## src/splc_pkg.sv

```systemverilog
// Package for the software position limit checker
package splc_pkg;

  // ----------------------------------------
  // Widths
  // ----------------------------------------
  localparam int POS_W = 32;
  localparam int SEL_W = 4;

  // ----------------------------------------
  // Position limit range and defaults
  // ----------------------------------------
  localparam logic signed [31:0] SPLC_LIM_MAX     = 32'sh3FFFFFFF;
  localparam logic signed [31:0] SPLC_LIM_MIN     = -32'sh3FFFFFFF;
  localparam logic signed [31:0] SPLC_FWD_DEFAULT = SPLC_LIM_MAX;
  localparam logic signed [31:0] SPLC_REV_DEFAULT = SPLC_LIM_MIN;

  // ----------------------------------------
  // Limit select codes (lowest digit)
  // ----------------------------------------
  localparam logic [3:0] SPLC_SEL_BOTH    = 4'h0;
  localparam logic [3:0] SPLC_SEL_NO_FWD  = 4'h1;
  localparam logic [3:0] SPLC_SEL_NO_REV  = 4'h2;
  localparam logic [3:0] SPLC_SEL_DEFAULT = 4'h3;

  // ----------------------------------------
  // Reset values
  // ----------------------------------------
  localparam logic SPLC_RST_FLAG = 1'b0;

  // ----------------------------------------
  // Carriers
  // ----------------------------------------
  typedef struct packed {
    logic [3:0]         limit_select_setting;
    logic signed [31:0] forward_position_limit;
    logic signed [31:0] reverse_position_limit;
  } splc_cfg_t;

  typedef struct packed {
    logic forward_violation;
    logic reverse_violation;
    logic origin_defined;
    logic emergency_stop;
  } splc_stat_t;

endpackage

```

## src/splc_sync.sv

```systemverilog
// Three-stage input synchroniser with agreement filter
`timescale 1ns/1ps
module splc_sync
  import splc_pkg::*;
(
  // Clock and reset
  input  wire logic clk,
  input  wire logic sys_rst,
  // Asynchronous input and filtered level
  input  wire logic d,
  output logic      q
);

  logic s1_r;
  logic s2_r;
  logic s3_r;
  logic q_r;
  logic q_nxt;

  // ----------------------------------------
  // Accept a change once stages two and three agree
  // ----------------------------------------
  always_comb begin
    q_nxt = q_r;
    if (s2_r == s3_r) begin
      q_nxt = s3_r;
    end
  end

  always_ff @(posedge clk) begin
    if (sys_rst) begin
      s1_r <= SPLC_RST_FLAG;
      s2_r <= SPLC_RST_FLAG;
      s3_r <= SPLC_RST_FLAG;
      q_r  <= SPLC_RST_FLAG;
    end else begin
      s1_r <= d;
      s2_r <= s1_r;
      s3_r <= s2_r;
      q_r  <= q_nxt;
    end
  end

  assign q = q_r;

endmodule

```

## src/splc_top.sv

```systemverilog
// Software position limit checker top level
`timescale 1ns/1ps
module splc_top
  import splc_pkg::*;
(
  // Clock and reset
  input  wire logic               clk,
  input  wire logic               sys_rst,
  // Position and settings
  input  wire logic signed [31:0] position,
  input  wire splc_cfg_t          cfg,
  // Origin definition
  input  wire logic               origin_return_command,
  input  wire logic               coordinate_set_command,
  input  wire logic               origin_valid_flag,
  // Overtravel pins
  input  wire logic               forward_overtravel_input,
  input  wire logic               reverse_overtravel_input,
  // Status
  output splc_stat_t              status
);

  logic               ot_fwd;
  logic               ot_rev;
  logic               fwd_en;
  logic               rev_en;
  logic signed [31:0] fwd_lim_c;
  logic signed [31:0] rev_lim_c;
  logic               origin_r;
  logic               origin_nxt;
  logic               fwd_viol_r;
  logic               fwd_viol_nxt;
  logic               rev_viol_r;
  logic               rev_viol_nxt;
  logic               estop_r;
  logic               estop_nxt;

  // ----------------------------------------
  // Overtravel pin synchronisers
  // ----------------------------------------
  splc_sync u_sync_fwd (
    .clk     (clk),
    .sys_rst (sys_rst),
    .d       (forward_overtravel_input),
    .q       (ot_fwd)
  );

  splc_sync u_sync_rev (
    .clk     (clk),
    .sys_rst (sys_rst),
    .d       (reverse_overtravel_input),
    .q       (ot_rev)
  );

  // ----------------------------------------
  // Settings decode and range clamp
  // ----------------------------------------
  always_comb begin
    fwd_en = (cfg.limit_select_setting != SPLC_SEL_NO_FWD);
    rev_en = (cfg.limit_select_setting != SPLC_SEL_NO_REV);
    fwd_lim_c = cfg.forward_position_limit;
    if (cfg.forward_position_limit > SPLC_LIM_MAX) begin
      fwd_lim_c = SPLC_LIM_MAX;
    end else if (cfg.forward_position_limit < SPLC_LIM_MIN) begin
      fwd_lim_c = SPLC_LIM_MIN;
    end
    rev_lim_c = cfg.reverse_position_limit;
    if (cfg.reverse_position_limit > SPLC_LIM_MAX) begin
      rev_lim_c = SPLC_LIM_MAX;
    end else if (cfg.reverse_position_limit < SPLC_LIM_MIN) begin
      rev_lim_c = SPLC_LIM_MIN;
    end
  end

  // ----------------------------------------
  // Origin state
  // ----------------------------------------
  always_comb begin
    origin_nxt = origin_r;
    if (coordinate_set_command && !origin_valid_flag) begin
      origin_nxt = 1'b0;
    end
    if (origin_return_command || (coordinate_set_command && origin_valid_flag)) begin
      origin_nxt = 1'b1;
    end
  end

  always_ff @(posedge clk) begin
    if (sys_rst) begin
      origin_r <= SPLC_RST_FLAG;
    end else begin
      origin_r <= origin_nxt;
    end
  end

  // ----------------------------------------
  // Limit compare and stop request
  // ----------------------------------------
  always_comb begin
    fwd_viol_nxt = origin_r && fwd_en && (position > fwd_lim_c);
    rev_viol_nxt = origin_r && rev_en && (position < rev_lim_c);
    estop_nxt    = fwd_viol_nxt || rev_viol_nxt || ot_fwd || ot_rev;
  end

  always_ff @(posedge clk) begin
    if (sys_rst) begin
      fwd_viol_r <= SPLC_RST_FLAG;
      rev_viol_r <= SPLC_RST_FLAG;
      estop_r    <= SPLC_RST_FLAG;
    end else begin
      fwd_viol_r <= fwd_viol_nxt;
      rev_viol_r <= rev_viol_nxt;
      estop_r    <= estop_nxt;
    end
  end

  // ----------------------------------------
  // Status outputs
  // ----------------------------------------
  assign status.forward_violation = fwd_viol_r;
  assign status.reverse_violation = rev_viol_r;
  assign status.origin_defined    = origin_r;
  assign status.emergency_stop    = estop_r;

  // ----------------------------------------
  // Assertions
  // ----------------------------------------
  AST_FWD_CMP: assert property (@(posedge clk) disable iff (sys_rst)
    (origin_r && fwd_en && position > fwd_lim_c) |=> fwd_viol_r)
    else $error("forward violation missed");

  AST_REV_CMP: assert property (@(posedge clk) disable iff (sys_rst)
    ##1 (rev_viol_r == $past(origin_r && rev_en && position < rev_lim_c)))
    else $error("reverse violation does not match compare");

  AST_NO_ORIGIN: assert property (@(posedge clk) disable iff (sys_rst)
    !origin_r |=> (!fwd_viol_r && !rev_viol_r))
    else $error("violation flagged before origin defined");

  AST_ORIGIN_SET: assert property (@(posedge clk) disable iff (sys_rst)
    (origin_return_command || (coordinate_set_command && origin_valid_flag))
    |=> origin_r)
    else $error("origin not defined after command");

  AST_SEL_NO_FWD: assert property (@(posedge clk) disable iff (sys_rst)
    (cfg.limit_select_setting == SPLC_SEL_NO_FWD) |=> !fwd_viol_r)
    else $error("forward violation with forward limit disabled");

  AST_SEL_IMMEDIATE: assert property (@(posedge clk) disable iff (sys_rst)
    (origin_r && cfg.limit_select_setting == SPLC_SEL_BOTH && position < rev_lim_c)
    |=> rev_viol_r)
    else $error("reverse limit not applied at once");

  AST_ESTOP: assert property (@(posedge clk) disable iff (sys_rst)
    (fwd_viol_r || rev_viol_r) |-> estop_r)
    else $error("violation without emergency stop");

  AST_SOFT_INDEP: assert property (@(posedge clk) disable iff (sys_rst)
    (!ot_fwd && !ot_rev && origin_r && fwd_en && position > fwd_lim_c) |=> estop_r)
    else $error("soft limit stop depends on overtravel");

  AST_RANGE: assert property (@(posedge clk) disable iff (sys_rst)
    (fwd_lim_c <= SPLC_LIM_MAX) && (rev_lim_c >= SPLC_LIM_MIN))
    else $error("limit outside accepted range");

  AST_SEL_NO_REV: assert property (@(posedge clk) disable iff (sys_rst)
    (cfg.limit_select_setting == SPLC_SEL_NO_REV) |=> !rev_viol_r)
    else $error("reverse violation with reverse limit disabled");

  AST_FWD_QUIET: assert property (@(posedge clk) disable iff (sys_rst)
    (position <= fwd_lim_c) |=> !fwd_viol_r)
    else $error("forward violation inside forward limit");

  AST_REV_QUIET: assert property (@(posedge clk) disable iff (sys_rst)
    (position >= rev_lim_c) |=> !rev_viol_r)
    else $error("reverse violation inside reverse limit");

  AST_OT_STOP: assert property (@(posedge clk) disable iff (sys_rst)
    (ot_fwd || ot_rev) |=> estop_r)
    else $error("overtravel without emergency stop");

  AST_STOP_CAUSE: assert property (@(posedge clk) disable iff (sys_rst)
    estop_r |-> (fwd_viol_r || rev_viol_r || $past(ot_fwd || ot_rev)))
    else $error("emergency stop without a cause");

  AST_ORIGIN_CLR: assert property (@(posedge clk) disable iff (sys_rst)
    (coordinate_set_command && !origin_valid_flag && !origin_return_command)
    |=> !origin_r)
    else $error("origin kept after coordinate set without valid flag");

  AST_ORIGIN_HOLD: assert property (@(posedge clk) disable iff (sys_rst)
    (!origin_return_command && !coordinate_set_command)
    |=> (origin_r == $past(origin_r)))
    else $error("origin changed without a command");

  AST_FWD_PASS: assert property (@(posedge clk) disable iff (sys_rst)
    ((cfg.forward_position_limit <= SPLC_LIM_MAX) &&
     (cfg.forward_position_limit >= SPLC_LIM_MIN))
    |-> (fwd_lim_c == cfg.forward_position_limit))
    else $error("in-range forward limit altered");

  AST_REV_PASS: assert property (@(posedge clk) disable iff (sys_rst)
    ((cfg.reverse_position_limit <= SPLC_LIM_MAX) &&
     (cfg.reverse_position_limit >= SPLC_LIM_MIN))
    |-> (rev_lim_c == cfg.reverse_position_limit))
    else $error("in-range reverse limit altered");

  COV_CLAMP: cover property (@(posedge clk) disable iff (sys_rst)
    (cfg.forward_position_limit > SPLC_LIM_MAX) && fwd_viol_r);
  COV_CLEAR: cover property (@(posedge clk) disable iff (sys_rst)
    origin_r ##1 !origin_r);
  COV_FWD: cover property (@(posedge clk) disable iff (sys_rst)
    !origin_r ##1 origin_r ##[1:20] fwd_viol_r);
  COV_REV: cover property (@(posedge clk) disable iff (sys_rst) rev_viol_r);
  COV_OT: cover property (@(posedge clk) disable iff (sys_rst)
    estop_r && !fwd_viol_r && !rev_viol_r);

endmodule

```

## config.mk

```make
export PLATFORM = sky130hd
export DESIGN_NAME = splc_top
export DESIGN_NICKNAME = d
export VERILOG_FILES = /design/src/splc_pkg.sv /design/src/splc_sync.sv /design/src/splc_top.sv
export SDC_FILE = /design/constraint.sdc
export NUM_CORES = 1
export LEC_CHECK = 0
export BUFFER_PORTS_ARGS = -buffer_cell sky130_fd_sc_hd__buf_2
export CORE_ASPECT_RATIO = 0.6
export CORE_MARGIN = 4
export CORE_UTILIZATION = 53
export CTS_BUF_LIST = sky130_fd_sc_hd__clkbuf_2
export CTS_CLUSTER_SIZE = 24
export DETAILED_ROUTE_END_ITERATION = 7
export PLACE_DENSITY_LB_ADDON = 0.12
export SKIP_CTS_REPAIR_TIMING = 1
export SLEW_MARGIN = 20
export SYNTH_ARGS = -nofsm -noshare
export SYNTH_HDL_FRONTEND = slang
export SYNTH_SLANG_ARGS = --single-unit
```

## constraint.sdc

```tcl
create_clock -name clk -period 6.9 [get_ports clk]
set_input_delay 0 -clock clk [delete_from_list [all_inputs] [get_ports clk]]
set_output_delay 0 -clock clk [all_outputs]
set_load 0.02 [all_outputs]
```

==> results by stage, run 1 <==
Status:
- The run finished with clean final reports.

Final layout:
- The repair_antennas step left the layout with diodes totalling 0.
- For this run, the share of the core covered by cells in the final layout is 0.708.
- In the final design database the tool counted 583 nets.
- The final non-filler cell area is 2980 um^2.
- In the final layout, the share of cells above drive strength 1 is 0.291.
- From synthesis to final layout, the design area changed by 25.7%.
- The total area of sequential cells is 240 um^2.
- The area of the multi-input gates is 2030 um^2.
- After filler insertion, the fill cell instance count of the layout stands at 366.

Clock network:
- The cell sitting at the root of the clock tree is a sky130_fd_sc_hd__clkbuf_2.
- The clock drives 12 sinks.
- The register clock-pin slew on the reported worst setup and hold paths is 100 ps.
- The clock latency reported for the late side of the worst-skew pair is 250 ps.
- The total clock buffers created by CTS is 3.
- TritonCTS built the clock tree.
- The maximum buffer depth of the clock tree is 2.
- The H-tree depth reported by CTS is 1.

Timing:
- In the finished design, the share of the clock period the worst path needs comes to 0.574.
- The maximum clock rate is 253 MHz.
- The number of max-slew violations in the final report is 0.
- The max-slew headroom at the worst pin is 0.401.
- The largest clock skew in the final design is 0.306 ps.
- The total count of hold-check failures in the final report was 0.
- Setup violations remaining at the end of the flow were counted as 0.
- Setup repair after global routing left no endpoint under its margin.
- Setup slack on the critical path of the routed design comes to 2940 ps.
- The transition time of the tightest slew-check pin is 898 ps.
- The setup TNS after final layout is 0 ps.
- The worst path in the final design needs a cycle of 3960 ps, including I/O delays and setup.

Logic synthesis:
- The synthesized cell area is 2370 um^2.
- The average instance in the mapped netlist occupies 7.68 um^2.
- The library cell occupying the most area in the post-synthesis netlist is sky130_fd_sc_hd__ha_1.
- Counting flops and latches in the post-synthesis netlist gives 12.
- The sequential share of the synthesized area is 0.101.
- The number of warning messages in the yosys log is 0.
- The number of distinct standard cells referenced by the synthesized netlist is 44.
- Yosys attributes the largest share of cell area to sky130_fd_sc_hd__ha_1 34%, sky130_fd_sc_hd__a21oi_1 16%, sky130_fd_sc_hd__dfxtp_1 10%.
- Synthesis produced a netlist with a net count of 481.
- The gate count after technology mapping is 309.
- The share of synthesized area in the top cell type comes to 0.343.

Global route:
- The first global-routing pass estimated 12.0 mm of wire.
- Entering global routing, the biggest net connects 32 pins.
- The initial antenna violation count is 0.
- The via count of the first global-routing pass came to 2558.
- After global routing the overflow that remains totals 0.
- For this run, the total global-route usage over all layers was measured as 0.268.

Min path:
- The worst hold path belongs to the class input pin to flop.

Floorplan:
- The count of boundary I/O pins is 111.
- The cell row count is 18.
- The floorplan die width is 94.4 um.
- The y dimension of the die is 59.8 um.
- The area of the core is 4210 um^2.
- The full die area is 5650 um^2.
- The effective utilization at floorplan is 0.563.

Critical path:
- The critical path startpoint is cfg[28].
- For the worst setup path, the data arrival time is 4110 ps.
- The worst endpoint required time is 7050 ps.
- The worst setup path is launched from an input pin.
- The worst setup path is captured at a flop.
- The worst register-to-register path begins at origin_r$_SDFFE_PP0P_.
- The endpoint of the worst register-to-register path is origin_r$_SDFFE_PP0P_.
- Of all nets on the critical path, the largest fanout is 29.
- For the worst flop-to-flop path, the logic depth is 4.
- The endpoint of the most critical setup path is estop_r$_SDFF_PP0_.
- The path type of the worst setup path is input pin to flop.
- The reg-to-reg setup timing slack is 5590 ps.

Power:
- The worst-case vdd ir drop is 110 uV.
- In this run the static leakage power is 1.45 nW.
- The combinational group share of total power is 0.663.
- The internal power of the cells totals 0.000178 W.
- The share of total power dissipated in sequential elements is 0.236.
- The areal power density over the cells is 105 nW/um^2.
- The proportion of power drawn by the clock network is 0.101.
- The switching share of power is 0.434.
- The total net switching power is 0.000136 W.

Detailed routing:
- The routed design has 7.53 mm of wire.
- The number of nets with antenna violations after detailed routing is 0.
- Dividing the detail-routed wire length by the instance count gives 16.1 um.
- After the first detailed-routing iteration, the DRC count stood at 144.
- The number of iterations in the first detailed-routing pass is 4.
- After detailed routing, the number of vias per cell comes to 6.00.
- The DRC violation count after routing is 0.
- The vias after detailed routing is 2814.

Placement:
- The instance area after placement is 2920 um^2.
- At the end of routability-driven placement, the weighted congestion stood at 0.922.
- At the placement stage, the worst setup path has a slack of 2720 ps.
- The sum of net half-perimeters after detailed placement is 6.49 mm.
- The number of buffers added on ports is 110.

Job:
- The tool flagged a number of max-cap violations equal to 0.
-- worst max-delay path: stages --
cell and delay (ps):
sky130_fd_sc_hd__buf_2 100, sky130_fd_sc_hd__nor4_1 430, sky130_fd_sc_hd__nand4_1 200, sky130_fd_sc_hd__o211ai_1 200, sky130_fd_sc_hd__ha_1 310, sky130_fd_sc_hd__inv_1 680, sky130_fd_sc_hd__a21oi_1 170, sky130_fd_sc_hd__ha_1 330
sky130_fd_sc_hd__a21o_1 180, sky130_fd_sc_hd__a211o_1 280, sky130_fd_sc_hd__o221ai_1 160, sky130_fd_sc_hd__o2111ai_1 150, sky130_fd_sc_hd__a41oi_1 280, sky130_fd_sc_hd__mux2_4 330, sky130_fd_sc_hd__a311o_1 310
-- worst min-delay path by stage --
| stage | from | end | slack, ps | cells past startpoint |
|---|---|---|---|---|
| global route | sys_rst | u_sync_fwd.s3_r$_SDFF_PP0_ | 30 | 2 |
| floorplan | origin_return_command | origin_r$_SDFFE_PP0P_ | 130 | 2 |
| finish | sys_rst | origin_r$_SDFFE_PP0P_ | 30 | 2 |
| CTS | forward_overtravel_input | u_sync_fwd.s1_r$_SDFF_PP0_ | -50 | 2 |
| detailed placement | forward_overtravel_input | u_sync_fwd.s1_r$_SDFF_PP0_ | 220 | 2 |
| global placement | reverse_overtravel_input | u_sync_rev.s1_r$_SDFF_PP0_ | 200 | 2 |
-- power groups by stage --
stage                     logic [W]  clock network (W)  registers [W]
after floorplan            0.000129                  0      0.0000753
after global placement     0.000197                  0      0.0000758
after detailed placement   0.000200                  0      0.0000758
after CTS                  0.000202          0.0000329      0.0000743
after global routing       0.000236          0.0000368      0.0000746
final                      0.000208          0.0000318      0.0000743
-- cell type report --
class                      instances  share of cell area
timing repair buffer             114               0.198
clock buffer                       3             0.00504
sequential                        12              0.0806
inverter                           7             0.00881
multi-input combinational        273               0.682
tap                               60              0.0252
-- sequential cells by signal (all words and copies together), names as in the netlist --
| name | flops |
|---|---|
| u_sync_rev.s3_r | 1 |
| origin_r | 1 |
| u_sync_fwd.s2_r | 1 |
| u_sync_rev.s2_r | 1 |
| fwd_viol_r | 1 |
| u_sync_rev.s1_r | 1 |
| estop_r | 1 |
| rev_viol_r | 1 |
| u_sync_fwd.s3_r | 1 |
| u_sync_fwd.s1_r | 1 |
| u_sync_fwd.q | 1 |
| u_sync_rev.q | 1 |
-- per-stage QoR --
step                      instances  hold slack, ps  total power [W]
after floorplan                 309             126         0.000204
after global placement          462             205         0.000272
after detailed placement        462             219         0.000276
after CTS                       465           -54.1         0.000310
after global routing            469            28.0         0.000347
final                           469            32.6         0.000315
-- routing by layer --
metal  GRT usage  up-vias  wire length, um
met2       0.392      155             2940
met3      0.0541        8              940
met1       0.407     1245             3590
met4      0.0391        0               61
met5           0        -                0
li1            -     1406                -
-- logic make-up after synthesis --
group	count (synthesis)	synth area share
AND/OR/NAND/NOR	89	0.210
XOR/XNOR	1	0.00369
flip-flops	12	0.101
multiplexers	3	0.0148
AO/OA/AOI/OAI	115	0.283
buffers and inverters	24	0.0443
adder cells (fa/ha/maj)	65	0.343
-- cells in the final DEF, fill, tap and decap left out, types with 2 or more instances in the layout --
| master | count |
|---|---|
| sky130_fd_sc_hd__buf_2 | 110 |
| sky130_fd_sc_hd__nand3_1 | 8 |
| sky130_fd_sc_hd__and3_1 | 4 |
| sky130_fd_sc_hd__and4_1 | 2 |
| sky130_fd_sc_hd__o221ai_1 | 2 |
| sky130_fd_sc_hd__nand4_1 | 10 |
| sky130_fd_sc_hd__o211ai_1 | 5 |
| sky130_fd_sc_hd__nor2b_4 | 2 |
| sky130_fd_sc_hd__a21o_1 | 4 |
| sky130_fd_sc_hd__inv_1 | 7 |
| sky130_fd_sc_hd__or2_2 | 2 |
| sky130_fd_sc_hd__nor2b_1 | 8 |
| sky130_fd_sc_hd__nor4b_1 | 2 |
| sky130_fd_sc_hd__ha_1 | 65 |
| sky130_fd_sc_hd__dfxtp_1 | 12 |
| sky130_fd_sc_hd__dlygate4sd3_1 | 4 |
| sky130_fd_sc_hd__clkbuf_2 | 3 |
| sky130_fd_sc_hd__o21ai_0 | 10 |
| sky130_fd_sc_hd__mux2i_1 | 2 |
| sky130_fd_sc_hd__nor3_1 | 5 |
| sky130_fd_sc_hd__nor4_1 | 15 |
| sky130_fd_sc_hd__nand2b_1 | 3 |
| sky130_fd_sc_hd__a21oi_1 | 76 |
| sky130_fd_sc_hd__nand2_1 | 10 |
| sky130_fd_sc_hd__a21boi_0 | 3 |
| sky130_fd_sc_hd__nor2_1 | 15 |
| sky130_fd_sc_hd__a41oi_1 | 2 |
| sky130_fd_sc_hd__a211oi_1 | 2 |
-- cells in the mapped netlist --
library cell and n:
sky130_fd_sc_hd__mux2i_1 2, sky130_fd_sc_hd__a211oi_1 2, sky130_fd_sc_hd__nor4b_1 2, sky130_fd_sc_hd__nor2_1 15, sky130_fd_sc_hd__o31ai_4 1, sky130_fd_sc_hd__nor2b_1 9, sky130_fd_sc_hd__o21a_1 1, sky130_fd_sc_hd__ha_1 65
sky130_fd_sc_hd__a311o_1 1, sky130_fd_sc_hd__a221oi_1 1, sky130_fd_sc_hd__or4_1 1, sky130_fd_sc_hd__o221ai_1 2, sky130_fd_sc_hd__nor4_1 15, sky130_fd_sc_hd__nand4_1 10, sky130_fd_sc_hd__inv_1 7, sky130_fd_sc_hd__buf_4 4
sky130_fd_sc_hd__xnor2_1 1, sky130_fd_sc_hd__clkbuf_1 10, sky130_fd_sc_hd__a31oi_1 1, sky130_fd_sc_hd__o2111ai_1 1, sky130_fd_sc_hd__and4_1 2, sky130_fd_sc_hd__o21ai_1 1, sky130_fd_sc_hd__nand2b_1 3, sky130_fd_sc_hd__or3_1 1
sky130_fd_sc_hd__a41oi_1 2, sky130_fd_sc_hd__a311oi_1 1, sky130_fd_sc_hd__dfxtp_1 12, sky130_fd_sc_hd__nor2b_4 1, sky130_fd_sc_hd__a211o_1 1, sky130_fd_sc_hd__or2_2 2, sky130_fd_sc_hd__o311ai_0 1, sky130_fd_sc_hd__a21o_1 4
sky130_fd_sc_hd__and3_1 4, sky130_fd_sc_hd__nand2_1 10, sky130_fd_sc_hd__buf_1 3, sky130_fd_sc_hd__o211ai_1 5, sky130_fd_sc_hd__mux2_4 1, sky130_fd_sc_hd__nor3_1 5, sky130_fd_sc_hd__nand3_1 8, sky130_fd_sc_hd__a21oi_1 76
sky130_fd_sc_hd__o31ai_1 1, sky130_fd_sc_hd__a21boi_0 3, sky130_fd_sc_hd__o21ai_0 10, sky130_fd_sc_hd__nor3b_1 1
(Power assumes the default switching activity.)
==> inputs of run 2 (changes only) <==
Settings changed: CORE_UTILIZATION 53 to 44.
Clock period 6.9 ns to 3.6 ns, I/O delays scaled along.
==> results by stage, run 2 (synthesized netlist as in run 1, its figures left out) <==
Global route:
- The largest net degree at the start of global routing is 17 (was 32).
- The met3 usage was 0.0312 (was 0.0541).
- The initial antenna violation count was 0 (unchanged).
- The most used routing layer in global routing is met1 (unchanged).
- The routing usage on met1 came to 0.375 (was 0.407).
- The global routing usage summed across all routing layers is 0.230 (was 0.268).
- The total congestion overflow came to 0 (unchanged).
- The global-route met2 utilization is 0.325 (was 0.392).
- The wire length of the first global-routing pass is 12.2 mm (was 12.0 mm).
- The via count of the first global-routing pass is 2563 (was 2558).

Critical path:
- The longest individual stage delay on the worst path is 350 ps (was 680 ps).
- The endpoint of the worst register-to-register path is origin_r$_SDFFE_PP0P_ (unchanged).
- The biggest fanout along the worst timing path is 11 (was 29).
- Cell-by-cell trace of the critical path: buf_2 > nor4_1 > nand4_1 > o211ai_1 > ha_1 > inv_1 > buf_4 > a21oi_1 > ha_1 > a211oi_1 > o21ai_0 > o211ai_1 > o2111ai_1 > a41oi_1 > mux2_4 > a311o_1 (was buf_2 > nor4_1 > nand4_1 > o211ai_1 > ha_1 > inv_1 > a21oi_1 > ha_1 > a21o_1 > a211o_1 > o221ai_1 > o2111ai_1 > a41oi_1 > mux2_4 > a311o_1).
- The kind of cell adding the most delay to the critical path was compound AO/OA/AOI/OAI gates (unchanged).
- The reg-to-reg setup timing slack is 2280 ps (was 5590 ps).
- The capturing element type of the critical path was a flop (unchanged).
- The path type of the worst setup path is input pin to flop (unchanged).
- The cell with the biggest individual delay on the critical path is sky130_fd_sc_hd__nor4_1 (was sky130_fd_sc_hd__inv_1).
- The worst reg2reg path depth is 4 (unchanged).
- The arrival time of the worst setup path is 3550 ps (was 4110 ps).
- The start of the worst register-to-register path is origin_r$_SDFFE_PP0P_ (unchanged).
- The startpoint class of the critical path is an input pin (unchanged).
- The worst endpoint required time is 3770 ps (was 7050 ps).
- The sum of buffers and inverters on the critical path is 3 (was 2).

Timing:
- The final setup violation count was 0 (unchanged).
- The largest clock skew in the final design came to 15.4 ps (was 0.306 ps).
- The clock period could shrink to 3380 ps.
- Timing would allow up to 296 MHz.
- The post-layout worst setup margin is 217 ps (was 2940 ps).
- The max-slew headroom at the worst pin came to 0.640 (was 0.401).
- Dividing the final minimum period by the clock period gives 0.940.
- The worst slack on hold paths came to 22.0 ps (was 32.6 ps).
- Setup repair after global routing missed its margin: no (unchanged).
- The transition time of the tightest slew-check pin was 538 ps (was 898 ps).
- The total count of hold-check failures in the final report is 0 (unchanged).
- The number of max-slew violations in the final report is 0 (unchanged).

Floorplan:
- The effective utilization at floorplan is 0.462 (was 0.563).
- The count of boundary I/O pins is 111 (unchanged).
- The area of the core is 5130 um^2 (was 4210 um^2).
- The full die area is 6670 um^2 (was 5650 um^2).
- The y dimension of the die is 64.9 um (was 59.8 um).
- The floorplan die width was 103 um (was 94.4 um).
- The cell row count is 20 (was 18).

Power:
- The leakage power figure is 1.53 nW (was 1.45 nW).
- The areal power density over the cells is 200 nW/um^2 (was 105 nW/um^2).
- The power consumption is 0.000627 W (was 0.000315 W).
- The worst-case vdd ir drop came to 165 uV (was 110 uV).

Detailed routing:
- The number of DRC markers after the initial detailed-route iteration was 123 (was 144).
- The vias after detailed routing came to 2850 (was 2814).
- The routed wire length is 7.95 mm (was 7.53 mm).
- The routed wire length per instance is 16.1 um (about the same).
- The number of nets with antenna violations after detailed routing is 0 (unchanged).
- The DRC violation count after routing is 0 (unchanged).
- The average via count per standard cell is 5.77 (was 6.00).
- The number of iterations in the first detailed-routing pass is 6 (was 4).

Clock network:
- The total clock buffers created by CTS is 3 (unchanged).
- The register clock-pin slew on the reported worst setup and hold paths is 120 ps (was 100 ps).
- The maximum buffer depth of the clock tree is 2 (unchanged).
- The clock root buffer was sky130_fd_sc_hd__clkbuf_2 (unchanged).
- The clock latency reported for the late side of the worst-skew pair is 270 ps (was 250 ps).
- The CTS tree was built (unchanged).
- The count of clock tree sinks is 12 (unchanged).
- The H-tree depth reported by CTS is 1 (unchanged).

Min path:
- The worst hold path cell count came to 2 (unchanged).
- The class of the tightest hold or removal check is input pin to flop (unchanged).
- The source of the worst hold timing path is sys_rst (unchanged).
- The capture endpoint of the worst hold path is u_sync_rev.q$_SDFFE_PP0N_ (was origin_r$_SDFFE_PP0P_).

Placement:
- The worst setup slack after placement came to -131 ps (was 2720 ps).
- The last weighted congestion value of the routability-driven placer is 0.920 (was 0.922).
- The number of buffers added on ports was 110 (unchanged).
- The instance area after placement is 3060 um^2 (was 2920 um^2).
- The sum of net half-perimeters after detailed placement is 7.04 mm (was 6.49 mm).

Final layout:
- The number of nets in the layout came to 601 (was 583).
- The final non-filler cell area came to 3130 um^2 (was 2980 um^2).
- Commonest cells after routing, fill and taps aside: 110 x sky130_fd_sc_hd__buf_2, 76 x sky130_fd_sc_hd__a21oi_1, 65 x sky130_fd_sc_hd__ha_1, 18 x sky130_fd_sc_hd__buf_4, 15 x sky130_fd_sc_hd__nor2_1 (was 110 x sky130_fd_sc_hd__buf_2, 76 x sky130_fd_sc_hd__a21oi_1, 65 x sky130_fd_sc_hd__ha_1, 15 x sky130_fd_sc_hd__nor4_1, 15 x sky130_fd_sc_hd__nor2_1).
- The area growth from synthesis to layout is 31.9% (was 25.7%).
- The diode insertion count for antenna repair is 0 (unchanged).
- The leading cell type in the layout, fill and taps excluded is sky130_fd_sc_hd__buf_2 (unchanged).
- The core occupancy in the finished layout was 0.610 (was 0.708).
- The share of post-route cells with drive strength above 1 is 0.325 (was 0.291).

Job:
- The reported max-cap violation count is 0 (unchanged).

Status:
- Outcome: finished, final reports clean (unchanged).
## run 2: cell count changes in the layout (fill, tap and decap cells not counted)
cell	delta
sky130_fd_sc_hd__inv_1	-1
sky130_fd_sc_hd__clkinv_1	+1
sky130_fd_sc_hd__nor2b_2	+1
sky130_fd_sc_hd__buf_4	+18
sky130_fd_sc_hd__nor4_1	-1
sky130_fd_sc_hd__nor4_2	+1
sky130_fd_sc_hd__nor2b_4	-1
sky130_fd_sc_hd__inv_2	+1
## run 2: final cells by class
cell class,instances,area [um^2]
Clock buffer,3,15.0
Clock inverter,1,3.75
Fill cell,503,2000
Inverter,7,26.3
Multi-Input combinational cell,273,2040
Sequential cell,12,240
Tap cell,66,82.6
Timing Repair Buffer,132,726
## run 2: power breakdown
| part | internal (W) | switching [W] | leakage (nW) |
|---|---|---|---|
| combinational | 0.000195 | 0.000224 | 1.42 |
| clock | 0.0000241 | 0.0000424 | 0.0140 |
| sequential | 0.000140 | 0.00000259 | 0.0985 |
| total | 0.000358 | 0.000269 | 1.53 |
## run 2: worst max-delay path by stage
stage,start,endpoint,slack [ps],depth (start not counted)
final,cfg[28],estop_r$_SDFF_PP0_,220,16
after global placement,cfg[55],estop_r$_SDFF_PP0_,-80,17
after global routing,cfg[39],estop_r$_SDFF_PP0_,20,17
after detailed placement,cfg[55],estop_r$_SDFF_PP0_,-130,17
after CTS,cfg[55],estop_r$_SDFF_PP0_,170,17
after floorplan,cfg[61],estop_r$_SDFF_PP0_,280,16
## run 2: metrics by stage
step	setup TNS, ps	std cells
after floorplan	0	309
after global placement	-79.9	486
after detailed placement	-131	486
after CTS	0	490
after global routing	0	494
final	0	494
## run 2: layer usage
layer  up-vias  share of wire
met5         -              0
met4         0         0.0015
met3         2          0.092
met2       112           0.40
met1      1299           0.51
li1       1437              -
